File: config.mk
export PLATFORM = sky130hd
export DESIGN_NAME = cdd_top
export DESIGN_NICKNAME = d
export VERILOG_FILES = /design/src/cdd_pkg.sv /design/src/cdd_chan_div.sv /design/src/cdd_top.sv
export SDC_FILE = /design/constraint.sdc
export NUM_CORES = 1
export LEC_CHECK = 0
export ABC_AREA = 1
export BUFFER_PORTS_ARGS = -buffer_cell sky130_fd_sc_hd__buf_2
export CELL_PAD_IN_SITES_DETAIL_PLACEMENT = 0
export CELL_PAD_IN_SITES_GLOBAL_PLACEMENT = 1
export CORE_UTILIZATION = 46
export CTS_BUF_LIST = sky130_fd_sc_hd__clkbuf_8 sky130_fd_sc_hd__clkbuf_16
export DETAILED_ROUTE_END_ITERATION = 6
export GPL_ROUTABILITY_DRIVEN = 0
export GPL_TIMING_DRIVEN = 0
export HOLD_SLACK_MARGIN = 0.06
export PLACE_DENSITY_LB_ADDON = 0.25
export SYNTH_ARGS = -nofsm -noshare
export SYNTH_HDL_FRONTEND = slang
export SYNTH_SLANG_ARGS = --single-unit
File: constraint.sdc
create_clock -name clk_i -period 4.5 [get_ports clk_i]
set_clock_uncertainty 0.2 [all_clocks]
set_input_delay 0 -clock clk_i [delete_from_list [all_inputs] [get_ports clk_i]]
set_output_delay 0 -clock clk_i [all_outputs]
set_load 0.005 [all_outputs]
File: src/cdd_pkg.sv
// Shared constants and types of the clock distribution divider block.
// Assumes a single 125 MHz system clock; all source clocks arrive as pins.
package cdd_pkg;

	// ********************************************************************
	// Register indices (byte address is four times the index)
	// ********************************************************************
	localparam logic [9:0] CDD_IDX_CH0_COUNTS = 10'h190;
	localparam logic [9:0] CDD_IDX_CH0_BYPASS = 10'h191;
	localparam logic [9:0] CDD_IDX_CH0_ROUTE = 10'h192;
	localparam logic [9:0] CDD_IDX_CH1_COUNTS = 10'h193;
	localparam logic [9:0] CDD_IDX_CH1_BYPASS = 10'h194;
	localparam logic [9:0] CDD_IDX_CH1_ROUTE = 10'h195;
	localparam logic [9:0] CDD_IDX_CH2_COUNTS = 10'h196;
	localparam logic [9:0] CDD_IDX_CH2_BYPASS = 10'h197;
	localparam logic [9:0] CDD_IDX_CH2_ROUTE = 10'h198;
	localparam logic [9:0] CDD_IDX_PRESCALE = 10'h1e0;
	localparam logic [9:0] CDD_IDX_SOURCE = 10'h1e1;
	localparam logic [9:0] CDD_IDX_UPDATE = 10'h232;
	localparam logic [9:0] CDD_IDX_STATUS = 10'h240;

	// Per-channel index tables, built from the names above
	localparam logic [9:0] CDD_IDX_COUNTS [3] = '{CDD_IDX_CH0_COUNTS,
		CDD_IDX_CH1_COUNTS, CDD_IDX_CH2_COUNTS};
	localparam logic [9:0] CDD_IDX_BYPASS [3] = '{CDD_IDX_CH0_BYPASS,
		CDD_IDX_CH1_BYPASS, CDD_IDX_CH2_BYPASS};
	localparam logic [9:0] CDD_IDX_ROUTE [3] = '{CDD_IDX_CH0_ROUTE,
		CDD_IDX_CH1_ROUTE, CDD_IDX_CH2_ROUTE};

	// ********************************************************************
	// Field positions
	// ********************************************************************
	localparam int CDD_LOW_MSB = 7;
	localparam int CDD_LOW_LSB = 4;
	localparam int CDD_HIGH_MSB = 3;
	localparam int CDD_HIGH_LSB = 0;
	localparam int CDD_BYPASS_BIT = 7;
	localparam int CDD_DIRECT_BIT = 1;
	localparam int CDD_DUTY_CORRECT_DISABLE_BIT = 0;
	localparam int CDD_RATIO_MSB = 2;
	localparam int CDD_SRC_MSB = 1;
	localparam int CDD_UPDATE_BIT = 0;

	// ********************************************************************
	// Reset values
	// ********************************************************************
	localparam logic [7:0] CDD_RST_COUNTS = 8'h00;
	localparam logic [7:0] CDD_RST_BYPASS = 8'h00;
	localparam logic [7:0] CDD_RST_ROUTE = 8'h00;
	localparam logic [7:0] CDD_RST_PRESCALE = 8'h02;
	localparam logic [7:0] CDD_RST_SOURCE = 8'h00;

	// Prescaler ratio limits
	localparam logic [2:0] CDD_RATIO_MIN = 3'h2;
	localparam logic [2:0] CDD_RATIO_MAX = 3'h6;

	// Distribution source codes
	typedef enum logic [1:0] {
		CDD_SRC_EXT_PRE = 2'b00,
		CDD_SRC_EXT_DIRECT = 2'b01,
		CDD_SRC_OSC_PRE = 2'b10,
		CDD_SRC_FORBIDDEN = 2'b11
	} cdd_src_t;

	// Active channel settings
	typedef struct packed {
		logic [3:0] low;
		logic [3:0] high;
		logic bypass;
		logic direct;
		logic dcc_off;
	} cdd_chan_cfg_t;

	// A clock level with its edges, as seen on the system clock
	typedef struct packed {
		logic lvl;
		logic rise;
		logic fall;
	} cdd_edge_t;

endpackage

File: src/cdd_chan_div.sv
// One channel divider driving one output pair.
// Assumes its input clock is given as a level plus edge pulses on clk_i.
module cdd_chan_div import cdd_pkg::*; (
	input wire logic clk_i,
	input wire logic rst_i,
	input wire cdd_chan_cfg_t cfg_i,
	input wire cdd_edge_t div_in_i,
	input wire logic byp_lvl_i,
	input wire logic byp_corr_lvl_i,
	input wire logic route_lvl_i,
	output logic pair_o
);

	// ********************************************************************
	// Half-cycle counter
	// ********************************************************************
	logic [6:0] cnt_reg; // Half cycles of the divider input
	logic [6:0] cnt_next;
	logic [6:0] total; // Half cycles in one output period, up to 64
	logic [6:0] high_len; // Half cycles spent high
	logic corr_prev_reg; // Corrected input level one clock ago
	logic half_tick; // Any edge of the clock being counted

	// Correction counts on the half-duty grid, else on the raw input;
	// an odd prescaler's raw edges are uneven and would skew the duty
	assign half_tick = cfg_i.dcc_off ? (div_in_i.rise | div_in_i.fall) :
		(byp_corr_lvl_i != corr_prev_reg);

	// Previous corrected level for edge finding
	always_ff @(posedge clk_i) begin
		if (rst_i) begin
			corr_prev_reg <= 1'b0;
		end else begin
			corr_prev_reg <= byp_corr_lvl_i;
		end
	end

	// Period and high time from the cycle fields
	always_comb begin
		// Each field stores one less than its cycle count
		// Ratio is high plus low plus two, 2 to 32
		total = 7'({2'b0, cfg_i.high} + {2'b0, cfg_i.low} + 6'h2) << 1;
		if (cfg_i.dcc_off) begin
			// High time over total gives the duty
			high_len = 7'({2'b0, cfg_i.high} + 6'h1) << 1;
		end else begin
			// Half the period, on a half-cycle grid
			high_len = 7'({2'b0, cfg_i.high} + {2'b0, cfg_i.low} + 6'h2);
		end
		cnt_next = cnt_reg;
		if (cnt_reg >= total) begin
			// Shorter period after an update: restart at once
			cnt_next = 7'h0;
		end else if (half_tick) begin
			// Counts only edges of the routed input clock
			cnt_next = (cnt_reg >= total - 7'h1) ? 7'h0 : cnt_reg + 7'h1;
		end
	end

	// Counter stands still while bypassed, as if powered down
	always_ff @(posedge clk_i) begin
		if (rst_i || cfg_i.bypass || cfg_i.direct) begin
			cnt_reg <= 7'h0;
		end else begin
			cnt_reg <= cnt_next;
		end
	end

	// ********************************************************************
	// Output selection
	// ********************************************************************
	always_ff @(posedge clk_i) begin
		if (rst_i) begin
			pair_o <= 1'b0;
		end else if (cfg_i.direct) begin
			pair_o <= route_lvl_i; // Prescaler input straight out
		end else if (cfg_i.bypass) begin
			// Divide by one, corrected or raw
			pair_o <= cfg_i.dcc_off ? byp_lvl_i : byp_corr_lvl_i;
		end else begin
			// High phase first from count zero
			pair_o <= (cnt_reg < high_len);
		end
	end

	// ********************************************************************
	// Checks
	// ********************************************************************
	property p_cnt_in_range;
		@(posedge clk_i) disable iff (rst_i)
		!cfg_i.bypass && !cfg_i.direct && $stable(cfg_i) |->
			cnt_reg < total;
	endproperty
	a_cnt_in_range: assert property (p_cnt_in_range)
		else $error("Divider count beyond period");

	property p_direct_follows;
		@(posedge clk_i) disable iff (rst_i)
		cfg_i.direct ##1 cfg_i.direct |-> pair_o == $past(route_lvl_i);
	endproperty
	a_direct_follows: assert property (p_direct_follows)
		else $error("Direct route does not follow source");

	property p_bypass_raw;
		@(posedge clk_i) disable iff (rst_i)
		(cfg_i.bypass && !cfg_i.direct && cfg_i.dcc_off) ##1
		(cfg_i.bypass && !cfg_i.direct && cfg_i.dcc_off)
		|-> pair_o == $past(byp_lvl_i);
	endproperty
	a_bypass_raw: assert property (p_bypass_raw)
		else $error("Bypassed output does not follow input");

	property p_bypass_idle;
		@(posedge clk_i) disable iff (rst_i)
		cfg_i.bypass ##1 cfg_i.bypass |-> cnt_reg == 7'h0;
	endproperty
	a_bypass_idle: assert property (p_bypass_idle)
		else $error("Divider runs while bypassed");

	property p_start_high;
		@(posedge clk_i) disable iff (rst_i)
		(!cfg_i.bypass && !cfg_i.direct && cnt_reg == 7'h0) ##1
		(!cfg_i.bypass && !cfg_i.direct) |-> pair_o;
	endproperty
	a_start_high: assert property (p_start_high)
		else $error("Period does not open high");

	c_divide_wrap: cover property (@(posedge clk_i) disable iff (rst_i)
		half_tick && cnt_reg == total - 7'h1 && !cfg_i.bypass);

endmodule

File: src/cdd_top.sv
// Clock distribution divider path: source select, prescaler, three
// channel dividers and a classic Wishbone register slave.
// Assumes source clocks arrive as pins much slower than clk_i, so that
// each level is seen for several system clocks after synchronising.
//
// What this block does
// - Route bit sends prescaler input straight out
// - Code 00 external, 10 oscillator, both prescaled
// - Total division is prescaler times channel ratio
// - Prescaler divides source by two to six
// - Low field 7:4, high field 3:0
// - Bypass divides by one, divider stops
// - Correction on by default, disable bit each
// - Each field gives one more cycle
// - Channel ratio is high plus low plus two
// - Count cycles of routed divider input clock
// - Correction forces half duty, software sets fields
// - Uncorrected duty is high count over ratio
// - Bypassed prescaler duty depends on ratio, correction
// - Odd ratio corrected duty tracks source duty
// - Three channels, each drives one output pair
// - Code 01 skips prescaler, code 11 forbidden
// - Divider settings act only after update write
//
// The implementer's own choice: the Wishbone slave port.
module cdd_top import cdd_pkg::*; #(
	parameter int NUM_CH = 3 // Channels, one output pair each
) (
	input wire logic clk_i,
	input wire logic rst_i,
	input wire logic ext_clk_i,
	input wire logic osc_clk_i,
	input wire logic wb_cyc_i,
	input wire logic wb_stb_i,
	input wire logic wb_we_i,
	input wire logic [11:0] wb_adr_i,
	input wire logic [3:0] wb_sel_i,
	input wire logic [31:0] wb_dat_i,
	output logic [31:0] wb_dat_o,
	output logic wb_ack_o,
	output logic [NUM_CH-1:0] clock_output_pairs_o
);

	// ********************************************************************
	// Pin synchronisers
	// ********************************************************************
	logic ext_s1_reg; // First stage, read only by the second
	logic ext_s2_reg;
	logic osc_s1_reg; // First stage, read only by the second
	logic osc_s2_reg;

	// Two flops on each source pin
	always_ff @(posedge clk_i) begin
		if (rst_i) begin
			ext_s1_reg <= 1'b0;
			ext_s2_reg <= 1'b0;
			osc_s1_reg <= 1'b0;
			osc_s2_reg <= 1'b0;
		end else begin
			ext_s1_reg <= ext_clk_i;
			ext_s2_reg <= ext_s1_reg;
			osc_s1_reg <= osc_clk_i;
			osc_s2_reg <= osc_s1_reg;
		end
	end

	// ********************************************************************
	// Register file: staged copies seen by software
	// ********************************************************************
	logic [7:0] cnt_stg_reg [NUM_CH]; // Cycle count fields
	logic [7:0] byp_stg_reg [NUM_CH]; // Bypass control
	logic [7:0] rte_stg_reg [NUM_CH]; // Route and correction control
	logic [7:0] pre_stg_reg; // Prescaler ratio
	logic [7:0] src_stg_reg; // Source select
	logic [9:0] idx; // Word index of the access
	logic req; // New request this cycle
	logic wr_en; // Write strobe, low byte lane enabled
	logic upd_reg; // One-cycle update pulse

	assign idx = wb_adr_i[11:2];
	assign req = wb_cyc_i && wb_stb_i && !wb_ack_o;
	assign wr_en = req && wb_we_i && wb_sel_i[0];

	// Ack one cycle after the request, then drop for one cycle
	always_ff @(posedge clk_i) begin
		if (rst_i) begin
			wb_ack_o <= 1'b0;
		end else begin
			wb_ack_o <= req;
		end
	end

	// Per-channel staged registers
	genvar c;
	generate
		for (c = 0; c < NUM_CH; c++) begin : g_stage
			always_ff @(posedge clk_i) begin
				if (rst_i) begin
					cnt_stg_reg[c] <= CDD_RST_COUNTS;
					byp_stg_reg[c] <= CDD_RST_BYPASS;
					rte_stg_reg[c] <= CDD_RST_ROUTE;
				end else if (wr_en) begin
					// Consecutive register triplets per channel
					if (idx == CDD_IDX_COUNTS[c]) begin
						cnt_stg_reg[c] <= wb_dat_i[7:0];
					end
					if (idx == CDD_IDX_BYPASS[c]) begin
						byp_stg_reg[c] <= wb_dat_i[7:0];
					end
					if (idx == CDD_IDX_ROUTE[c]) begin
						rte_stg_reg[c] <= wb_dat_i[7:0];
					end
				end
			end
		end
	endgenerate

	// Global staged registers
	always_ff @(posedge clk_i) begin
		if (rst_i) begin
			pre_stg_reg <= CDD_RST_PRESCALE;
			src_stg_reg <= CDD_RST_SOURCE;
		end else if (wr_en) begin
			if (idx == CDD_IDX_PRESCALE) begin
				pre_stg_reg <= wb_dat_i[7:0];
			end
			if (idx == CDD_IDX_SOURCE) begin
				src_stg_reg <= wb_dat_i[7:0];
			end
		end
	end

	// Update bit is self-clearing; a write of one fires one pulse
	always_ff @(posedge clk_i) begin
		if (rst_i) begin
			upd_reg <= 1'b0;
		end else begin
			upd_reg <= wr_en && idx == CDD_IDX_UPDATE &&
				wb_dat_i[CDD_UPDATE_BIT];
		end
	end

	// ********************************************************************
	// Active settings, loaded only by the update pulse
	// ********************************************************************
	cdd_chan_cfg_t cfg_reg [NUM_CH]; // What the dividers use
	logic [2:0] ratio_reg; // Active prescaler ratio
	cdd_src_t src_reg; // Active source code
	logic [2:0] ratio_fld; // Staged ratio, clamped to 2..6

	// Out-of-range codes clamp rather than stall the prescaler
	always_comb begin
		ratio_fld = pre_stg_reg[CDD_RATIO_MSB:0];
		if (ratio_fld < CDD_RATIO_MIN) begin
			ratio_fld = CDD_RATIO_MIN;
		end else if (ratio_fld > CDD_RATIO_MAX) begin
			ratio_fld = CDD_RATIO_MAX;
		end
	end

	generate
		for (c = 0; c < NUM_CH; c++) begin : g_active
			always_ff @(posedge clk_i) begin
				if (rst_i) begin
					cfg_reg[c] <= '{low: CDD_RST_COUNTS[CDD_LOW_MSB:CDD_LOW_LSB],
						high: CDD_RST_COUNTS[CDD_HIGH_MSB:CDD_HIGH_LSB],
						bypass: CDD_RST_BYPASS[CDD_BYPASS_BIT],
						direct: CDD_RST_ROUTE[CDD_DIRECT_BIT],
						dcc_off: CDD_RST_ROUTE[CDD_DUTY_CORRECT_DISABLE_BIT]};
				end else if (upd_reg) begin
					// Copy staged fields at update only
					cfg_reg[c].low <= cnt_stg_reg[c][CDD_LOW_MSB:CDD_LOW_LSB];
					cfg_reg[c].high <=
						cnt_stg_reg[c][CDD_HIGH_MSB:CDD_HIGH_LSB];
					cfg_reg[c].bypass <= byp_stg_reg[c][CDD_BYPASS_BIT];
					cfg_reg[c].direct <= rte_stg_reg[c][CDD_DIRECT_BIT];
					cfg_reg[c].dcc_off <= rte_stg_reg[c][CDD_DUTY_CORRECT_DISABLE_BIT];
				end
			end
		end
	endgenerate

	// Global active settings
	always_ff @(posedge clk_i) begin
		if (rst_i) begin
			ratio_reg <= CDD_RST_PRESCALE[CDD_RATIO_MSB:0];
			src_reg <= cdd_src_t'(CDD_RST_SOURCE[CDD_SRC_MSB:0]);
		end else if (upd_reg) begin
			ratio_reg <= ratio_fld;
			src_reg <= cdd_src_t'(src_stg_reg[CDD_SRC_MSB:0]);
		end
	end

	// ********************************************************************
	// Source select and prescaler
	// ********************************************************************
	logic src_lvl; // Prescaler input level
	logic src_prev_reg; // Source level one clock ago
	logic [3:0] pre_cnt_reg; // Half cycles of the source
	logic [3:0] pre_half; // Half cycles per prescaler period
	logic pre_lvl_reg; // Prescaler output, uncorrected
	logic pre_corr_reg; // Prescaler output, half duty
	logic src_tick; // Any source edge

	// Pick the source; the forbidden code gives no clock
	always_comb begin
		case (src_reg)
			CDD_SRC_EXT_PRE: src_lvl = ext_s2_reg;
			CDD_SRC_EXT_DIRECT: src_lvl = ext_s2_reg;
			CDD_SRC_OSC_PRE: src_lvl = osc_s2_reg;
			default: src_lvl = 1'b0;
		endcase
	end

	assign src_tick = src_lvl != src_prev_reg;
	assign pre_half = {ratio_reg, 1'b0};

	// Previous source level for edge finding
	always_ff @(posedge clk_i) begin
		if (rst_i) begin
			src_prev_reg <= 1'b0;
		end else begin
			src_prev_reg <= src_lvl;
		end
	end

	// Count source half cycles over one prescaler period
	always_ff @(posedge clk_i) begin
		if (rst_i) begin
			pre_cnt_reg <= 4'h0;
		end else if (src_tick || pre_cnt_reg >= pre_half) begin
			// A smaller ratio restarts the count at once
			pre_cnt_reg <= (pre_cnt_reg >= pre_half - 4'h1) ? 4'h0 :
				pre_cnt_reg + 4'h1;
		end
	end

	// Raw output high for half the even part of the ratio; corrected output for half the period
	always_ff @(posedge clk_i) begin
		if (rst_i) begin
			pre_lvl_reg <= 1'b0;
			pre_corr_reg <= 1'b0;
		end else begin
			// Odd ratios give 1 of 3 or 2 of 5 cycles high
			pre_lvl_reg <= pre_cnt_reg < {ratio_reg[2:1], 2'b00} >> 1;
			// Half-cycle grid keeps the source duty in the result
			pre_corr_reg <= pre_cnt_reg < {1'b0, ratio_reg};
		end
	end

	// ********************************************************************
	// Divider input clock
	// ********************************************************************
	logic div_lvl; // Clock at the channel divider inputs
	logic div_prev_reg;
	logic byp_corr_lvl; // Corrected clock for bypassed channels
	cdd_edge_t div_in; // Divider input level with edges

	// Prescaler output, or external clock when code 01
	always_comb begin
		if (src_reg == CDD_SRC_EXT_DIRECT) begin
			div_lvl = ext_s2_reg;
			byp_corr_lvl = ext_s2_reg; // Same as input duty
		end else begin
			div_lvl = pre_lvl_reg; // Channel counts scale it
			byp_corr_lvl = pre_corr_reg;
		end
	end

	// Previous divider input for edge finding
	always_ff @(posedge clk_i) begin
		if (rst_i) begin
			div_prev_reg <= 1'b0;
		end else begin
			div_prev_reg <= div_lvl;
		end
	end

	assign div_in = '{lvl: div_lvl, rise: div_lvl && !div_prev_reg,
		fall: !div_lvl && div_prev_reg};

	// ********************************************************************
	// Channel dividers, one per output pair
	// ********************************************************************
	generate
		for (c = 0; c < NUM_CH; c++) begin : g_chan
			// Route uses the prescaler input; software must pick 00 or 10
			cdd_chan_div u_div (
				.clk_i(clk_i),
				.rst_i(rst_i),
				.cfg_i(cfg_reg[c]),
				.div_in_i(div_in),
				.byp_lvl_i(div_lvl),
				.byp_corr_lvl_i(byp_corr_lvl),
				.route_lvl_i(src_lvl),
				.pair_o(clock_output_pairs_o[c])
			);
		end
	endgenerate

	// ********************************************************************
	// Read path
	// ********************************************************************
	logic [7:0] rd_byte; // Selected register, low byte lane

	// Reads return staged values; status shows live levels
	always_comb begin
		rd_byte = 8'h00; // Unmapped reads give zero
		for (int i = 0; i < NUM_CH; i++) begin
			if (idx == CDD_IDX_COUNTS[i]) begin
				rd_byte = cnt_stg_reg[i];
			end
			if (idx == CDD_IDX_BYPASS[i]) begin
				rd_byte = byp_stg_reg[i];
			end
			if (idx == CDD_IDX_ROUTE[i]) begin
				rd_byte = rte_stg_reg[i];
			end
		end
		if (idx == CDD_IDX_PRESCALE) begin
			rd_byte = pre_stg_reg;
		end
		if (idx == CDD_IDX_SOURCE) begin
			rd_byte = src_stg_reg;
		end
		if (idx == CDD_IDX_STATUS) begin
			rd_byte = 8'({pre_lvl_reg, clock_output_pairs_o});
		end
	end

	// Read data registered with the ack
	always_ff @(posedge clk_i) begin
		if (rst_i) begin
			wb_dat_o <= 32'h0;
		end else if (req) begin
			wb_dat_o <= {24'h0, rd_byte};
		end
	end

	// ********************************************************************
	// Checks
	// ********************************************************************
	property p_ack_next;
		@(posedge clk_i) disable iff (rst_i)
		req |=> wb_ack_o ##1 !wb_ack_o;
	endproperty
	a_ack_next: assert property (p_ack_next)
		else $error("Ack not one cycle after request");

	property p_update_load;
		@(posedge clk_i) disable iff (rst_i)
		upd_reg |=> cfg_reg[0].high == $past(cnt_stg_reg[0][3:0]) &&
			cfg_reg[0].bypass == $past(byp_stg_reg[0][7]);
	endproperty
	a_update_load: assert property (p_update_load)
		else $error("Update did not load settings");

	property p_no_update_hold;
		@(posedge clk_i) disable iff (rst_i)
		!upd_reg |=> $stable(ratio_reg) && $stable(src_reg);
	endproperty
	a_no_update_hold: assert property (p_no_update_hold)
		else $error("Settings changed without update");

	property p_ratio_range;
		@(posedge clk_i) disable iff (rst_i)
		ratio_reg >= CDD_RATIO_MIN && ratio_reg <= CDD_RATIO_MAX &&
			(!$stable(ratio_reg) || pre_cnt_reg < pre_half);
	endproperty
	a_ratio_range: assert property (p_ratio_range)
		else $error("Prescaler out of range");

	property p_forbidden_still;
		@(posedge clk_i) disable iff (rst_i)
		src_reg == CDD_SRC_FORBIDDEN |-> !src_lvl;
	endproperty
	a_forbidden_still: assert property (p_forbidden_still)
		else $error("Forbidden source passes a clock");

	property p_osc_prescaled;
		@(posedge clk_i) disable iff (rst_i)
		src_reg == CDD_SRC_OSC_PRE |-> src_lvl == osc_s2_reg &&
			div_lvl == pre_lvl_reg;
	endproperty
	a_osc_prescaled: assert property (p_osc_prescaled)
		else $error("Oscillator bypasses prescaler");

	c_update: cover property (@(posedge clk_i) disable iff (rst_i) upd_reg);
	c_osc_run: cover property (@(posedge clk_i) disable iff (rst_i)
		src_reg == CDD_SRC_OSC_PRE && div_in.rise);
	c_read: cover property (@(posedge clk_i) disable iff (rst_i)
		req && !wb_we_i && idx == CDD_IDX_STATUS);

endmodule

# Word level (Yosys, flattened, before mapping)
# Memory sizes are Yosys's and may differ from the RTL's.
# Index checks and enable logic that the tools add are counted.
# word_totals
n_memories,4
mem_bits_rw,105
reg_bits,68
wordCells,227
latch_bits,0
input_bits,55
mem_bits_ro,0
out_inout_bits,36
# op_classes
n_lt_le_gt_ge,15
mux,101
n_eq_ne,17
add_sub_neg,17
shifts,0
div_mod_pow,0
bitwise,25
n_mul,0
reduce_logical,25
# memory_table
name,words,width,read_ports,rd_clocked_by_memory_dff,wr,line_no,rtl
cfg_reg,3,11,3,0,3,cdd_top.sv:146,cdd_chan_cfg_t cfg_reg [NUM_CH];
byp_stg_reg,3,8,3,0,3,cdd_top.sv:71,logic [7:0] byp_stg_reg [NUM_CH];
cnt_stg_reg,3,8,3,0,3,cdd_top.sv:70,logic [7:0] cnt_stg_reg [NUM_CH];
rte_stg_reg,3,8,3,0,3,cdd_top.sv:72,logic [7:0] rte_stg_reg [NUM_CH];
# op_table
op,count
8-bit 2-to-1 mux,21
"10-bit by 9-bit == test with 1-bit output, second input constant",11
1-bit 2-to-1 mux,64
7-bit greater-or-equal comparator,6
7-bit 2-to-1 mux,6
4-bit 2-to-1 mux,7
1-bit OR,25
"7-bit by 1-bit adder with 7-bit output, second input constant",3
"7-bit by 2-bit adder with 7-bit output, second input constant",3
7-bit less-than comparator,3
"7-bit by 1-bit subtractor with 7-bit output, second input constant",3
"10-bit == test, second input constant",2
"4-bit by 1-bit adder with 5-bit output, second input constant",3
4-bit by 4-bit adder with 5-bit output,3
4-bit greater-or-equal comparator,2
1-bit logical AND,8
4-bit by 3-bit less-than comparator with 1-bit output,2
2-bit OR reduction,4
1-bit logical OR,7
3-bit 2-to-1 mux,2
"4-bit by 1-bit adder with 4-bit output, second input constant",1
2-bit AND reduction,2
"4-bit by 1-bit subtractor with 4-bit output, second input constant",1
"3-bit > comparator, second input constant",1
7 further kinds,10

# Logic depth before layout (Yosys ltp)
# logic_depth
ltp_word,13
mapped_depth,19
mapped_depth_nobuf,19

# Cells and area by module
# A second synthesis with hierarchy kept.
# unflattened
hier_cells,1350
hier_area_um2,10681.5
# modules_own_cells
mod,n_inst,area_each_um2,seq_area_each_um2,cells_each
cdd_top,1,6852.8,4013.8,747
cdd_chan_div,3,1276.2,180.2,201

# Worst setup path after synthesis
# OpenSTA, ideal clock, no wires.
# synth_timing
path_kind,register to register
from,memory cfg_reg[0][3] in the netlist's numbering
to,register g_chan[0].u_div.cnt_reg[3]
path_stages_with_launch,19
synth_period_minus_slack_ps,3636
path_slack_ps,864
path_buffers,0
required_ps,4234
arrival_time_ps,3370
setup_time_ps,66
cell_sequence,edfxtp_1 > ha_1 > fa_1 > xor2_1 > ha_1 > or2_2 > nand2_1 > inv_1 > nand3_1 > xor2_1 > ha_1 > nand2_1 > inv_1 > a221oi_1 > inv_1 > nor2_1 > mux2_2 > inv_1 > nor2_1
# synth_lines
item,line_no,rtl
"start, declared",cdd_top.sv:146,
"end signal, assigned",cdd_chan_div.sv:65,cnt_reg <= cnt_next;
"end, declared",cdd_chan_div.sv:17,logic [6:0] cnt_reg;

==> impl_metrics.yaml <==
cells_and_area:
  nNetsFinal: 1474
  largest_register_ffs: 33
  final-seq-area_mm2: 0.00451
  drive_above_1_share: 0.128
  nFillCells: 2103
  multiInputGateArea_mm2: 0.00507
  synthToLayoutAreaGrowth_pct: 13.9
  antenna_cells: 0
  post-route-util: 0.538
power:
  vdd.ir_drop.worst_mv: 0.239
  pwr_density_cell_mw_per_mm2: 307
  leakage_nw: 5.26
floorplanning:
  ioPinCount: 91
  die_h_um: 152
  die_area_mm2: 0.0232
  die_w_um: 152
  design.core.area_mm2: 0.0220
  num_rows: 54
  initial_utilization: 0.472
setup_path:
  critPathLaunchType: "flip-flop"
  reg2reg_slack_ns: 0.57
  crit_type: "flip-flop to flip-flop"
  cp_data_required_time_ns: 4.67
  r2r_end: "g_chan[0].u_div.cnt_reg[4]$_SDFFE_PP0P_"
  critPathMaxFanout: 6
  r2r_start: "cfg_reg[0][3]$_SDFFCE_PN0P_"
  arrival_ns: 4.10
  critPathCaptureType: "flip-flop"
  r2r_cells: 17
synth:
  ys_seq_area_frac: 0.434
  synthArstFlopShare: 0
  ys_ff_latch: 173
  postSynthCellCount: 1228
  synth_edf_count: 105
  synth_top_family_by_area: "simple AND/OR/NAND/NOR gates"
  synth_top_cells_by_count: "204 x nor2_1, 183 x nand2_1, 137 x inv_1"
  synth_top_area_frac: 0.303
  synth_area_per_cell_um2: 8.47
  syn_area_mm2: 0.0104
  synth_area_leader_cell: "edfxtp_1"
  synth_compound_area_frac: 0.0992
  synth.most_common_cell: "nor2_1"
  yosys.area_share.simple: 0.232
  synth.area.top_cells: "edfxtp_1 30%, dfxtp_1 13%, ha_1 10%"
  yosysWarnings: 0
  synth_mux_area_frac: 0.00217
  synth_top_flop_cell: "edfxtp_1"
  synth_fa_ha_area_frac: 0.109
  synth_xor_area_frac: 0.0354
  synth_cell_type_count: 58
clock_network:
  clock_sinks: 173
  post-cts-setup-buffers: 0
  cts_buffers: 17
  cts_tree: "yes"
  path_clk_slew_ns: 0.08
  clockRootBuffer: "clkbuf_16"
  h-tree-depth: 4
  clock_path_buffers: 2
  clock_latency_ns: 0.44
sta:
  worst_pin_slew_ns: 1.29
  slew_violations: 0
  min_period_ns: 3.93
  period_share: 0.873
  setup-tns-final_ns: 0
  max_freq_mhz: 255
  setup_viol: 0
  rsz0062_at_grt: "false"
  slew_headroom: 0.129
  finalHoldViolCount: 0
route:
  vias_per_cell: 5.09
  wl_um: 25300
  vias: 8254
  antenna_left: 0
  drt_iter0_drc: 641
  first_pass_iters: 7
  routedWlPerCell_um: 15.6
  drc: 4
placed_design:
  portBuffers: 37
  dp_hpwl_um: 19100
global_routing:
  grtUsageMet3: 0.0392
  grt_busiest_layer: "met2"
  antenna_found_initial: 0
  grt_max_degree: 38
  grt_pass1_vias: 7741
  overflow: 0
  grt_pass1_wl_um: 41100
  grt_use_met1: 0.298
  track_usage: 0.227
  grtUsageMet2: 0.385
worst_hold_path:
  hold_start: "wb_adr_i[11]"
  min_path_cells: 8
  hold_path.class: "input port to flip-flop"
  hold_end: "wb_dat_o[2]$_SDFFE_PP0P_"
outcome:
  status: "complete, but fails checks"
  failed_checks: "DRC"
flow_run:
  maxCapViolations: 0
## layer usage
metal	vias up	routed length [µm]
li1	4247	-
met1	3762	11700
met2	206	12000
met3	39	1100
met4	0	530
met5	-	0
## worst max path at each step
stage / end / startpoint / slack [ns] / cells after the start
6_report: g_chan[0].u_div.cnt_reg[4]$_SDFFE_PP0P_ / cfg_reg[0][3]$_SDFFCE_PN0P_ / 0.57 / 17
2_1_floorplan: g_chan[0].u_div.cnt_reg[3]$_SDFFE_PP0P_ / cfg_reg[0][3]$_SDFFCE_PN0P_ / 0.86 / 18
3_5_place_dp: g_chan[0].u_div.cnt_reg[4]$_SDFFE_PP0P_ / cfg_reg[0][3]$_SDFFCE_PN0P_ / 0.37 / 18
4_1_cts: g_chan[0].u_div.cnt_reg[4]$_SDFFE_PP0P_ / cfg_reg[0][3]$_SDFFCE_PN0P_ / 0.36 / 18
5_1_grt: g_chan[0].u_div.cnt_reg[4]$_SDFFE_PP0P_ / cfg_reg[0][3]$_SDFFCE_PN0P_ / 0.26 / 18
3_3_place_gp: g_chan[0].u_div.cnt_reg[3]$_SDFFE_PP0P_ / cfg_reg[0][3]$_SDFFCE_PN0P_ / 0.43 / 18
## placed cells by master, fill, tap and decap left out, types with 7 or more instances in the layout
| cell | Yosys | routed |
|---|---|---|
| xnor2_1 | 9 | 9 |
| a21o_1 | 8 | 8 |
| dfxtp_1 | 68 | 68 |
| xor2_1 | 20 | 20 |
| edfxtp_1 | 105 | 105 |
| ha_1 | 86 | 86 |
| nand3_1 | 62 | 62 |
| nor2_4 | 7 | 7 |
| inv_2 | 15 | 15 |
| buf_2 | 1 | 38 |
| nand2_1 | 183 | 183 |
| nand4_1 | 16 | 16 |
| a21oi_1 | 75 | 75 |
| nand2_2 | 8 | 8 |
| nor2_1 | 204 | 204 |
| clkbuf_1 | 15 | 15 |
| inv_1 | 137 | 137 |
| buf_4 | 29 | 29 |
| clkbuf_16 | 0 | 17 |
| nor3_1 | 21 | 21 |
| o21ai_0 | 62 | 62 |
| dlygate4sd3_1 | 0 | 23 |
| conb_1 | 1 | 24 |
## power by group
| group | total (mW) | internal, mW | switching, mW |
|---|---|---|---|
| Clock | 1.47 | 0.755 | 0.715 |
| Combinational | 0.413 | 0.150 | 0.263 |
| Sequential | 1.75 | 1.72 | 0.0303 |
| Total | 3.63 | 2.63 | 1.01 |
## area by class of cell
type                    count  share of cell area
plain buffers              49              0.0261
clock buffers              18              0.0371
clock inverters            14              0.0125
inverters                 160              0.0510
multi-input cells         869               0.428
flip-flops and latches    173               0.381
well taps                 280              0.0296
repair buffers             60              0.0351
## kinds of logic (layout without fill, tap and decap cells)
logic type | after synthesis | count (layout)
AOI/OAI and AO/OA | 182 | 182
xor gates and xnor gates | 36 | 36
adders and majority gates | 89 | 89
buffers and inverters | 209 | 301
DFF | 173 | 173
muxes | 2 | 2
other | 1 | 24
and+or+nand+nor | 536 | 536
## stage by stage
step	cell area (µm²)	total power [mW]	worst slack [ns]	instances	hold WS [ns]
after floorplan	10500	2.07	0.864	1251	-0.0930
after global placement	11000	2.18	0.432	1568	0.00490
after detailed placement	11000	2.19	0.367	1568	0.0127
after CTS	11800	3.64	0.362	1623	0.0749
after global routing	11800	3.77	0.258	1623	0.114
final	11800	3.63	0.571	1623	0.0694
## worst max-delay path: stages (launching register included)
cell	delay [ns]
edfxtp_1	0.44
ha_1	0.26
fa_1	0.58
ha_1	0.28
or2_2	0.30
nand2_1	0.12
inv_1	0.08
nand3_1	0.09
xor2_1	0.16
ha_1	0.24
nand2_1	0.10
inv_1	0.06
a221oi_2	0.45
inv_1	0.14
nor2_1	0.10
mux2_2	0.15
inv_1	0.04
nor2_1	0.09
## repair_timing
action | in CTS | in global routing
hold endpoints to repair | 62 | 0
hold buffers | 23 | 0
gates resized for setup | 0 | 1
setup endpoints to repair | 0 | 1
Note: power is estimated with default switching activity, not from simulation.
